==> src/pkg/fidc_pkg.sv <==
// Package for the flash front-end host controller: pin timing, command codes, operation codes.
// Assumes a 40 MHz mclk and a parallel flash with separate data in/out/enable pins.
package fidc_pkg;
	localparam int CLK_PERIOD_NS = 25;
	localparam int GLITCH_NS = 5;
	// Strobe low time held well above the glitch filter width
	localparam int STROBE_NS = 50;
	localparam int STROBE_CYC = (STROBE_NS + CLK_PERIOD_NS - 1) / CLK_PERIOD_NS;
	localparam int READ_NS = 100;
	localparam int READ_CYC = (READ_NS + CLK_PERIOD_NS - 1) / CLK_PERIOD_NS;
	localparam int RESET_NS = 500;
	localparam int RESET_CYC = (RESET_NS + CLK_PERIOD_NS - 1) / CLK_PERIOD_NS;
	localparam int ADDR_W = 20;
	localparam int DATA_W = 16;
	localparam logic [ADDR_W-1:0] UNLOCK1_WORD = 20'h00555;
	localparam logic [ADDR_W-1:0] UNLOCK2_WORD = 20'h002aa;
	localparam logic [ADDR_W-1:0] UNLOCK1_BYTE = 20'h00aaa;
	localparam logic [ADDR_W-1:0] UNLOCK2_BYTE = 20'h00555;
	localparam logic [7:0] UNLOCK1_DATA = 8'haa;
	localparam logic [7:0] UNLOCK2_DATA = 8'h55;
	localparam logic [7:0] CMD_RESET = 8'hf0;
	localparam logic [7:0] CMD_IDENT = 8'h90;
	localparam logic [7:0] CMD_PROGRAM = 8'ha0;
	localparam logic [7:0] CMD_ERASE_SETUP = 8'h80;
	localparam logic [7:0] CMD_CHIP_ERASE = 8'h10;
	localparam logic [7:0] CMD_SECTOR_ERASE = 8'h30;
	localparam logic [7:0] CMD_SUSPEND = 8'hb0;
	localparam logic [7:0] CMD_RESUME = 8'h30;
	localparam logic [ADDR_W-1:0] ID_MAKER_OFS = 20'h00000;
	localparam logic [ADDR_W-1:0] ID_PART_WORD_OFS = 20'h00001;
	localparam logic [ADDR_W-1:0] ID_PART_BYTE_OFS = 20'h00002;
	localparam logic [ADDR_W-1:0] ID_PROT_OFS = 20'h00002;
	localparam logic [ADDR_W-1:0] ID_CONT_OFS = 20'h00003;
	localparam int SECTOR_LSB_WORD = 12;
	localparam logic [7:0] PROT_YES = 8'h01;
	localparam logic [7:0] PROT_NO = 8'h00;
	localparam int TIMING_LIMIT_BIT = 5;
	typedef enum logic [2:0] {
		FIDC_OP_READ,
		FIDC_OP_PROGRAM,
		FIDC_OP_CHIP_ERASE,
		FIDC_OP_SECTOR_ERASE,
		FIDC_OP_IDENT,
		FIDC_OP_RESET,
		FIDC_OP_SUSPEND,
		FIDC_OP_RESUME
	} fidc_op_t;
endpackage

==> src/verilog/fidc_host.sv <==
// Host controller that drives a parallel boot-sector flash through its strobes and buses.
// Assumes flash pins are synchronous to mclk; data pin tri-state resolved outside.
//
// Functional notes
// - Byte mode adds address bit below zero
// - Elevated-voltage identifier needs nine high, pattern
// - Identifier mode also reachable by command sequence
// - Program and erase need unlock sequence
// - Write needs select, write low, output-enable high
// - Reset command regains array reads
`timescale 1ns/1ps
module fidc_host
	import fidc_pkg::*;
#(
	parameter int RESET_CYCLES = fidc_pkg::RESET_CYC
) (
	// Clock and reset
	input wire logic mclk,
	input wire logic rst,
	// User request
	input wire logic req_valid,
	input wire fidc_pkg::fidc_op_t req_op,
	input wire logic [fidc_pkg::ADDR_W-1:0] req_addr,
	input wire logic [fidc_pkg::DATA_W-1:0] req_data,
	input wire logic byte_mode,
	input wire logic hw_reset_req,
	output logic req_ready,
	output logic rsp_valid,
	output logic [fidc_pkg::DATA_W-1:0] rsp_data,
	output logic rsp_timing_limit,
	// Flash pins
	output logic flash_ce_n,
	output logic flash_oe_n,
	output logic flash_we_n,
	output logic flash_reset_n,
	output logic flash_byte_n,
	output logic [fidc_pkg::ADDR_W-1:0] flash_addr,
	output logic [fidc_pkg::DATA_W-1:0] flash_dq_o,
	output logic flash_dq_oe,
	input wire logic [fidc_pkg::DATA_W-1:0] flash_dq_i
);
	import fidc_pkg::*;

	typedef enum logic [2:0] {
		FIDC_IDLE, FIDC_PIN_RESET, FIDC_W_SETUP, FIDC_W_PULSE, FIDC_W_HOLD,
		FIDC_R_PULSE, FIDC_R_DONE
	} fidc_state_t;

	fidc_state_t state_ff;
	logic [2:0] cyc_idx_ff;
	logic [2:0] cyc_last_ff;
	logic [15:0] tmr_ff;
	fidc_op_t op_ff;
	logic [ADDR_W-1:0] addr_ff;
	logic [DATA_W-1:0] data_ff;
	logic byte_ff;
	logic [ADDR_W-1:0] nxt_addr;
	logic [DATA_W-1:0] nxt_data;

	// Unlock cycle address in the current width mode
	function automatic logic [ADDR_W-1:0] unlock_addr(input logic second, input logic bm);
		if (bm) begin
			return second ? UNLOCK2_BYTE : UNLOCK1_BYTE;
		end
		return second ? UNLOCK2_WORD : UNLOCK1_WORD;
	endfunction

	// Number of bus write cycles for each operation other than a read, minus one
	function automatic logic [2:0] op_last(input fidc_op_t op);
		case (op)
			FIDC_OP_PROGRAM: op_last = 3'h3;
			FIDC_OP_CHIP_ERASE, FIDC_OP_SECTOR_ERASE: op_last = 3'h5;
			FIDC_OP_IDENT: op_last = 3'h2;
			default: op_last = 3'h0;
		endcase
	endfunction

	// Address and data of write cycle idx of the current command sequence
	always_comb begin
		nxt_addr = unlock_addr(1'b0, byte_ff);
		nxt_data = {8'h00, UNLOCK1_DATA};
		case (cyc_idx_ff)
			3'h1, 3'h4: begin
				nxt_addr = unlock_addr(1'b1, byte_ff);
				nxt_data = {8'h00, UNLOCK2_DATA};
			end
			3'h0: begin
				if (op_ff == FIDC_OP_RESET || op_ff == FIDC_OP_SUSPEND || op_ff == FIDC_OP_RESUME) begin
					nxt_addr = addr_ff;
					nxt_data = {8'h00, (op_ff == FIDC_OP_RESET) ? CMD_RESET :
						(op_ff == FIDC_OP_SUSPEND) ? CMD_SUSPEND : CMD_RESUME};
				end
			end
			3'h2: begin
				nxt_data = {8'h00, (op_ff == FIDC_OP_PROGRAM) ? CMD_PROGRAM :
					(op_ff == FIDC_OP_IDENT) ? CMD_IDENT : CMD_ERASE_SETUP};
			end
			3'h3: begin
				if (op_ff == FIDC_OP_PROGRAM) begin
					nxt_addr = addr_ff;
					nxt_data = data_ff;
				end
			end
			3'h5: begin
				if (op_ff == FIDC_OP_SECTOR_ERASE) begin
					nxt_addr = addr_ff;
					nxt_data = {8'h00, CMD_SECTOR_ERASE};
				end else begin
					nxt_data = {8'h00, CMD_CHIP_ERASE};
				end
			end
			default: begin
				nxt_addr = addr_ff;
				nxt_data = data_ff;
			end
		endcase
	end

	// Sequencer; each strobe phase is held for a whole count so no glitch is seen
	always_ff @(posedge mclk or posedge rst) begin
		if (rst) begin
			state_ff <= FIDC_PIN_RESET;
			tmr_ff <= 16'h0000;
			cyc_idx_ff <= 3'h0;
			cyc_last_ff <= 3'h0;
			op_ff <= FIDC_OP_READ;
			addr_ff <= '0;
			data_ff <= '0;
			byte_ff <= 1'b0;
		end else begin
			case (state_ff)
				FIDC_IDLE: begin
					if (hw_reset_req) begin
						state_ff <= FIDC_PIN_RESET;
						tmr_ff <= 16'h0000;
					end else if (req_valid) begin
						op_ff <= req_op;
						addr_ff <= req_addr;
						data_ff <= req_data;
						byte_ff <= byte_mode;
						cyc_idx_ff <= 3'h0;
						cyc_last_ff <= op_last(req_op);
						tmr_ff <= 16'h0000;
						state_ff <= (req_op == FIDC_OP_READ) ? FIDC_R_PULSE : FIDC_W_SETUP;
					end
				end
				FIDC_PIN_RESET: begin
					tmr_ff <= tmr_ff + 16'h0001;
					if (tmr_ff >= 16'(RESET_CYCLES - 1)) begin
						state_ff <= FIDC_IDLE;
					end
				end
				FIDC_W_SETUP: begin
					state_ff <= FIDC_W_PULSE;
					tmr_ff <= 16'h0000;
				end
				FIDC_W_PULSE: begin
					tmr_ff <= tmr_ff + 16'h0001;
					if (tmr_ff >= 16'(STROBE_CYC - 1)) begin
						state_ff <= FIDC_W_HOLD;
						tmr_ff <= 16'h0000;
					end
				end
				FIDC_W_HOLD: begin
					tmr_ff <= tmr_ff + 16'h0001;
					if (tmr_ff >= 16'(STROBE_CYC - 1)) begin
						tmr_ff <= 16'h0000;
						if (cyc_idx_ff == cyc_last_ff) begin
							state_ff <= FIDC_IDLE;
						end else begin
							cyc_idx_ff <= cyc_idx_ff + 3'h1;
							state_ff <= FIDC_W_SETUP;
						end
					end
				end
				FIDC_R_PULSE: begin
					tmr_ff <= tmr_ff + 16'h0001;
					if (tmr_ff >= 16'(READ_CYC - 1)) begin
						state_ff <= FIDC_R_DONE;
					end
				end
				FIDC_R_DONE: state_ff <= FIDC_IDLE;
				default: state_ff <= FIDC_IDLE;
			endcase
		end
	end

	// Flash pin drive; write address is set before chip-select and write fall, read address on the same edge as select
	always_ff @(posedge mclk or posedge rst) begin
		if (rst) begin
			flash_ce_n <= 1'b1;
			flash_oe_n <= 1'b1;
			flash_we_n <= 1'b1;
			flash_reset_n <= 1'b0;
			flash_byte_n <= 1'b1;
			flash_addr <= '0;
			flash_dq_o <= '0;
			flash_dq_oe <= 1'b0;
		end else begin
			flash_reset_n <= (state_ff != FIDC_PIN_RESET);
			flash_byte_n <= ~byte_ff;
			case (state_ff)
				FIDC_W_SETUP: begin
					flash_addr <= nxt_addr;
					flash_dq_o <= nxt_data;
					flash_dq_oe <= 1'b1;
					flash_oe_n <= 1'b1;
					flash_ce_n <= 1'b1;
					flash_we_n <= 1'b1;
				end
				FIDC_W_PULSE: begin
					flash_ce_n <= 1'b0;
					flash_we_n <= 1'b0;
				end
				FIDC_W_HOLD: begin
					// Write strobe rises first so data is taken on its edge; select follows a cycle later
					flash_we_n <= 1'b1;
					flash_ce_n <= (tmr_ff != 16'h0000);
				end
				FIDC_R_PULSE: begin
					flash_addr <= addr_ff;
					flash_dq_oe <= 1'b0;
					flash_we_n <= 1'b1;
					flash_ce_n <= 1'b0;
					flash_oe_n <= 1'b0;
				end
				default: begin
					flash_ce_n <= 1'b1;
					flash_oe_n <= 1'b1;
					flash_we_n <= 1'b1;
					flash_dq_oe <= 1'b0;
				end
			endcase
		end
	end

	// User handshake and read capture; array, identifier or status data alike
	always_ff @(posedge mclk or posedge rst) begin
		if (rst) begin
			req_ready <= 1'b0;
			rsp_valid <= 1'b0;
			rsp_data <= '0;
			rsp_timing_limit <= 1'b0;
		end else begin
			req_ready <= (state_ff == FIDC_IDLE) && !req_valid && !hw_reset_req;
			rsp_valid <= 1'b0;
			if (state_ff == FIDC_R_PULSE && tmr_ff >= 16'(READ_CYC - 1)) begin
				rsp_valid <= 1'b1;
				rsp_data <= byte_ff ? {8'h00, flash_dq_i[7:0]} : flash_dq_i;
				rsp_timing_limit <= flash_dq_i[TIMING_LIMIT_BIT];
			end
		end
	end
endmodule

==> config.mk <==
export PLATFORM = sky130hd
export DESIGN_NAME = fidc_host
export DESIGN_NICKNAME = d
export VERILOG_FILES = /design/src/pkg/fidc_pkg.sv /design/src/verilog/fidc_host.sv
export SDC_FILE = /design/constraint.sdc
export NUM_CORES = 1
export LEC_CHECK = 0
export ABC_AREA = 1
export BUFFER_PORTS_ARGS = -buffer_cell sky130_fd_sc_hd__buf_4
export CAP_MARGIN = 20
export CORE_MARGIN = 2
export CORE_UTILIZATION = 50
export DETAILED_ROUTE_END_ITERATION = 6
export HOLD_SLACK_MARGIN = 0.03
export PLACE_DENSITY = 0.84
export SYNTH_ARGS = -nofsm -noshare
export SYNTH_HDL_FRONTEND = slang
export SYNTH_SLANG_ARGS = --single-unit
==> constraint.sdc <==
create_clock -name mclk -period 4.34 [get_ports mclk]
set_clock_uncertainty 0.2 [all_clocks]
set_input_delay 0.651 -clock mclk [delete_from_list [all_inputs] [get_ports mclk]]
set_output_delay 0.651 -clock mclk [all_outputs]
set_load 0.02 [all_outputs]
==> results of run 1 <==
-- layout by cell type, fill, tap and decap left out, types with 5 or more instances in the layout --
master     synthesis  routed
buf_4             10     120
o21ai_1           16      16
clkbuf_8           0       5
dfstp_2            5       5
nor2_1            39      39
nand2_1          329     329
clkbuf_16          0      17
inv_1             65      64
nand3_1           45      45
nand4_1           14      14
xor2_1            10      10
a21oi_1           21      21
ha_1               8       8
inv_2              8       8
dfrtp_1          120     120
o21ai_0           61      61
-- per-layer routing --
metal,up-vias,wire (um),share of wire,track usage
met5,-,0,0,0
met4,0,295,0.019,0.0825
met3,24,1170,0.074,0.0821
met2,206,7560,0.48,0.410
met1,2674,6750,0.43,0.304
li1,2813,-,-,-
-- worst max-delay path, delay by kind of cell (launching register included) --
kind,cells,cell delay (ns)
flops,1,0.46
buf+inv,2,1.03
simple gates,4,0.93
compound gates,1,0.18
-- stage by stage --
step	utilization	power [mW]	setup WS, ns
after global placement	0.598	4.21	1.46
final	0.648	5.77	1.44
after global routing	0.648	6.19	1.15
after floorplan	-	3.52	0.170
after detailed placement	0.598	4.28	1.34
after CTS	0.648	5.77	1.45
-- cell families after synthesis --
kind of cell	share of synthesized area
buffers and inverters	0.0665
flip-flops	0.502
AO/OA/AOI/OAI	0.106
adder cells (fa/ha/maj)	0.0160
XOR/XNOR	0.0168
AND/OR/NAND/NOR	0.293
-- state kept, by name, indices dropped and copies added, names as in the netlist, 3 cells and up --
signal,count
addr_ff,20
flash_addr,20
data_ff,16
flash_dq_o,16
rsp_data,16
tmr_ff,16
cyc_idx_ff,3
cyc_last_ff,3
op_ff,3
state_ff,3
-- worst max path at each step --
stage | slack, ns | cells after the start | endpoint
4_1_cts | 1.45 | 7 | cyc_last_ff[2]
2_1_floorplan | 0.17 | 1 | addr_ff[0]
5_1_grt | 1.15 | 7 | cyc_last_ff[1]
3_5_place_dp | 1.34 | 6 | cyc_last_ff[2]
3_3_place_gp | 1.46 | 6 | cyc_last_ff[2]
6_report | 1.44 | 7 | cyc_last_ff[2]
-- where the power goes --
group	internal (mW)	switching (mW)
logic	0.847	1.56
clock network	0.968	0.483
registers	1.61	0.306
-- area by class of cell --
type                       instances  area [um^2]  area share
clock buffer                      23          498      0.0634
multi-input combinational        586         2700       0.344
tap                              168          210      0.0268
sequential                       125         3130       0.399
timing repair buffer             121          921       0.117
inverter                          73          277      0.0352
clock inverter                     7          110      0.0140
==> summary.txt, run 1 <==
Status
  – Status: completed

Synth
  – Top-count cell post-synth: nand2_1
  – Post-synth EDFFs: 0
  – Async set-reset flop share out of synthesis: 1.00
  – Synthesized Nets: 875
  – Mapped Area: 0.00625 mm^2
  – #FFs+latches synth: 125
  – Seq/Total Area, Yosys: 0.502
  – Most frequent cells after synthesis: nand2_1 (329), dfrtp_1 (120), inv_1 (65), o21ai_0 (61), nand3_1 (45)
  – Cells after Synth: 807
  – Predominant post-synthesis flop cell: dfrtp_1
  – Syn_area_per_cell: 7.74 um^2
  – Most area-hungry cell type in the Yosys netlist: dfrtp_1
  – YS warnings: 0
  – Synth unique cells: 36
  – Post-synth top area share: 0.480
  – Dominant cells by area after synthesis: dfrtp_1 (48%), nand2_1 (20%), o21ai_0 (4.9%), inv_1 (3.9%), nand3_1 (3.6%)

Timing
  – Setup TNS: 0 ns
  – Final worst path period share: 0.668
  – RSZ-0062 raised after global routing: false
  – Worst hold slack: 0.167 ns
  – Final Hold Violating Endpoints: 0
  – Period minus WS final: 2.90 ns
  – Pins over their slew limit: 0
  – Fmax achieved: 0.345 GHz
  – Setup violations, final: 0
  – Worst-Margin Slew: 0.930 ns
  – Slew headroom: 0.376

Clock network
  – Num CTS Buffers: 17
  – Post_cts resized: 0
  – CTS tree: yes
  – Worst-Skew Late Latency: 0.41 ns
  – Reg clk slew, reported paths: 0.05 ns
  – Clk root buf: clkbuf_16
  – Maximum clock path buffer count: 2
  – Cts hold-fix bufs: 0
  – Sink Count: 125
  – Post-CTS setup repair buffer count: 0
  – CTS H-tree depth: 4

Critical path
  – CP Class: flip-flop to flip-flop
  – R2R cell count: 7
  – Crit-path max FO: 56
  – Crit-path max cell delay: 0.94 ns
  – CP startpoint: state_ff[1]
  – Worst flop-to-flop path endpoint: cyc_last_ff[2]
  – CP required: 4.48 ns
  – Critical path's slowest cell: inv_2
  – Worst path cell trace: nor2_1 > nand2_1 > inv_2 > nand3_2 > inv_2 > nand2_1 > o21ai_0
  – Worst r2r src: state_ff[1]
  – CP Data Arrival Time: 3.03 ns
  – R2R Setup Slk: 1.44 ns
  – Crit. End Element: flip-flop
  – Startpoint types: flip-flop

Layout
  – Final net count: 992
  – Final Cell Area: 0.00785 mm^2
  – Share of cells above drive strength 1: 0.196
  – Syn-to-layout area delta: 25.6%
  – Fillers: 1034
  – Antenna diodes: 0
  – Final Non-Filler Cells: 1103

Power and ir drop
  – PwrDens: 735 mW/mm^2
  – Pleak: 4.11 nW
  – Max IR drop VDD: 0.393 mV

Place
  – Routability Congestion: 0.871
  – Post-DP Area: 0.00724 mm^2
  – Inst Count DP: 1073
  – HPWL after DPL: 10700 um
  – Buffers on Ports: 120

Hold path
  – Hold Path Class: input pin to async pin

Floorplan
  – FP Rows: 40
  – Die ar.: 0.0134 mm^2
  – Core region area: 0.0121 mm^2
  – Die Y: 116 um
  – Initial Utilization: 0.516
  – IO Pins: 121
  – Die W: 116 um

Routing
  – Iteration-0 DRC Markers: 539
  – Via density: 5.18
  – Vias: 5717
  – DRT Pass-1 Iters: 6
  – Wire per inst: 14.3 um
  – Drc violations: 0
  – DRT Wirelength: 15800 um
  – Post-route antenna net violation count: 0

Run
  – Number of max-cap violations: 0

Global route
  – Maximum number of pins on one net before global-route repair: 69
  – Gr ovfl total: 0
  – All-Layer GR Usage: 0.246
  – Number of global-route vias before repair: 5554
  – Antenna violations before repair: 0
  – First-pass GRT wire length: 25900 um
Note: power is estimated with default switching activity, not from simulation.
==> inputs of run 2 (changes only) <==
CORE_UTILIZATION = 56   (was 50)
PLACE_DENSITY = 0.89   (was 0.84)
clock period = 2.9 ns   (was 4.34 ns; I/O delays follow)
==> summary.txt, run 2 (same netlist as run 1, synthesis figures left out) <==
Global route
  – Antenna violations before repair: 0
  – Number of global-route vias before repair: 5913
  – Gr ovfl total: 0
  – All-Layer GR Usage: 0.290
  – First-pass GRT wire length: 27000 um
  – Maximum number of pins on one net before global-route repair: 126

Critical path
  – Critical path's slowest cell: dlygate4sd3_1
  – Worst path cell trace: nor2_1 > nand2_1 > inv_2 > nand3_2 > inv_2 > nand2_1 > o21ai_0 > dlygate4sd3_1
  – CP required: 3.17 ns
  – Crit-path max FO: 27
  – CP Capture Point: cyc_last_ff[2]
  – CP startpoint: state_ff[1]
  – R2R cell count: 8
  – Startpoint types: flip-flop
  – Crit-path max cell delay: 0.57 ns
  – Worst flop-to-flop path endpoint: cyc_last_ff[2]
  – CP Class: flip-flop to flip-flop
  – R2R Setup Slk: 0.47 ns
  – Worst r2r src: state_ff[1]
  – Crit. End Element: flip-flop
  – CP Data Arrival Time: 2.70 ns

Floorplan
  – IO Pins: 121
  – Die ar.: 0.0120 mm^2
  – Die Y: 110 um
  – Initial Utilization: 0.574
  – Die W: 110 um
  – FP Rows: 38
  – Core region area: 0.0109 mm^2

Routing
  – Post-route antenna net violation count: 0
  – Iteration-0 DRC Markers: 451
  – Drc violations: 0
  – Via density: 5.36
  – DRT Pass-1 Iters: 6
  – Wire per inst: 14.4 um
  – DRT Wirelength: 16400 um
  – Vias: 6096

Layout
  – Top Registers: addr_ff x20, flash_addr x20
  – Syn-to-layout area delta: 34.6%
  – Final Cell Area: 0.00841 mm^2
  – Final Util: 0.773
  – Commonest cells after routing, fill and taps aside: nand2_1 (329), buf_4 (122), dfrtp_1 (120)
  – Final net count: 1053
  – Share of cells above drive strength 1: 0.186
  – Fillers: 745
  – Antenna diodes: 0
  – Commonest non-fill, non-tap cell in the layout: nand2_1

Power and ir drop
  – PwrDens: 1030 mW/mm^2
  – Pleak: 4.36 nW
  – Max IR drop VDD: 0.790 mV

Clock network
  – CTS tree: yes
  – Clk root buf: clkbuf_8
  – Maximum clock path buffer count: 2
  – Sink Count: 125
  – Worst-Skew Late Latency: 0.54 ns
  – Reg clk slew, reported paths: 0.05 ns
  – Post-CTS setup repair buffer count: 0
  – Num CTS Buffers: 17
  – CTS H-tree depth: 4
  – Post_cts resized: 0

Status
  – Status: completed

Timing
  – Worst hold slack: 0.0459 ns
  – Final WS setup: 0.468 ns
  – RSZ-0062 raised after global routing: false
  – Fmax achieved: 0.411 GHz
  – Slew headroom: 0.529
  – Worst-Margin Slew: 0.706 ns
  – Setup TNS: 0 ns
  – Setup violations, final: 0
  – Final Hold Violating Endpoints: 0
  – Period minus WS final: 2.43 ns
  – Pins over their slew limit: 0
  – Final worst path period share: 0.839

Place
  – Buffers on Ports: 120
  – Post-DP Area: 0.00724 mm^2
  – Routability Congestion: 0.908
  – HPWL after DPL: 10300 um
  – Setup WS pre-CTS: 0.534 ns

Run
  – Number of max-cap violations: 0

Hold path
  – Hold Path Class: input pin to flip-flop
run 2: cell types whose count changed in the layout (fill, tap and decap cells not counted), sizes merged:
| cell | delta |
|---|---|
| buf | +3 |
| clkbuf | +1 |
| clkinvlp | +1 |
| dlygate4sd3 | +58 |
| inv | -1 |
run 2: critical path, delay by kind of cell, from the launching register on:
| family | cells | cell delay (ns) |
|---|---|---|
| buf+inv | 3 | 1.04 |
| simple gates | 4 | 0.47 |
| flops | 1 | 0.46 |
| compound gates | 1 | 0.18 |
run 2: worst min-delay path by stage:
stage,cells past startpoint,slack [ns],end,from
2_1_floorplan,2,0.25,data_ff[4],data_ff[4]
3_3_place_gp,2,0.26,addr_ff[17],addr_ff[17]
3_5_place_dp,2,0.26,flash_dq_oe,flash_dq_oe
4_1_cts,4,0.03,req_ready,req_valid
5_1_grt,4,0.03,req_ready,req_valid
6_report,4,0.05,req_ready,req_valid
run 2: area by class of cell:
cell class                 count  area [um^2]  area share
timing repair buffer         182         1540       0.183
sequential                   125         3130       0.372
clock inverter                 7          110      0.0131
tap                          140          175      0.0208
multi-input combinational    586         2700       0.321
clock buffer                  24          480      0.0571
inverter                      73          278      0.0330
run 2: what timing repair did:
item | in CTS | in global routing
hold buffers | 58 | 0
endpoints found under the hold margin | 179 | 0
endpoints found under the setup margin | 0 | 0
run 2: through the flow:
step           instances  power, mW
6_report            1137       8.70
5_1_grt             1137       9.30
4_1_cts             1137       8.66
3_5_place_dp        1048       6.41
3_3_place_gp        1048       6.28
2_1_floorplan        807       5.27
run 2: power breakdown:
part / total [mW] / internal [mW] / switching [mW]
combinational: 3.69 / 1.34 / 2.35
sequential: 2.88 / 2.41 / 0.468
clock: 2.13 / 1.39 / 0.741
run 2: routing by layer:
metal,wire length [um],part of all wire,up-vias,global-route usage
li1,-,-,2935,-
met1,6770,0.41,2911,0.354
met2,8240,0.50,210,0.488
met3,1050,0.064,40,0.0901
met4,318,0.019,0,0.0976
met5,0,0,-,0
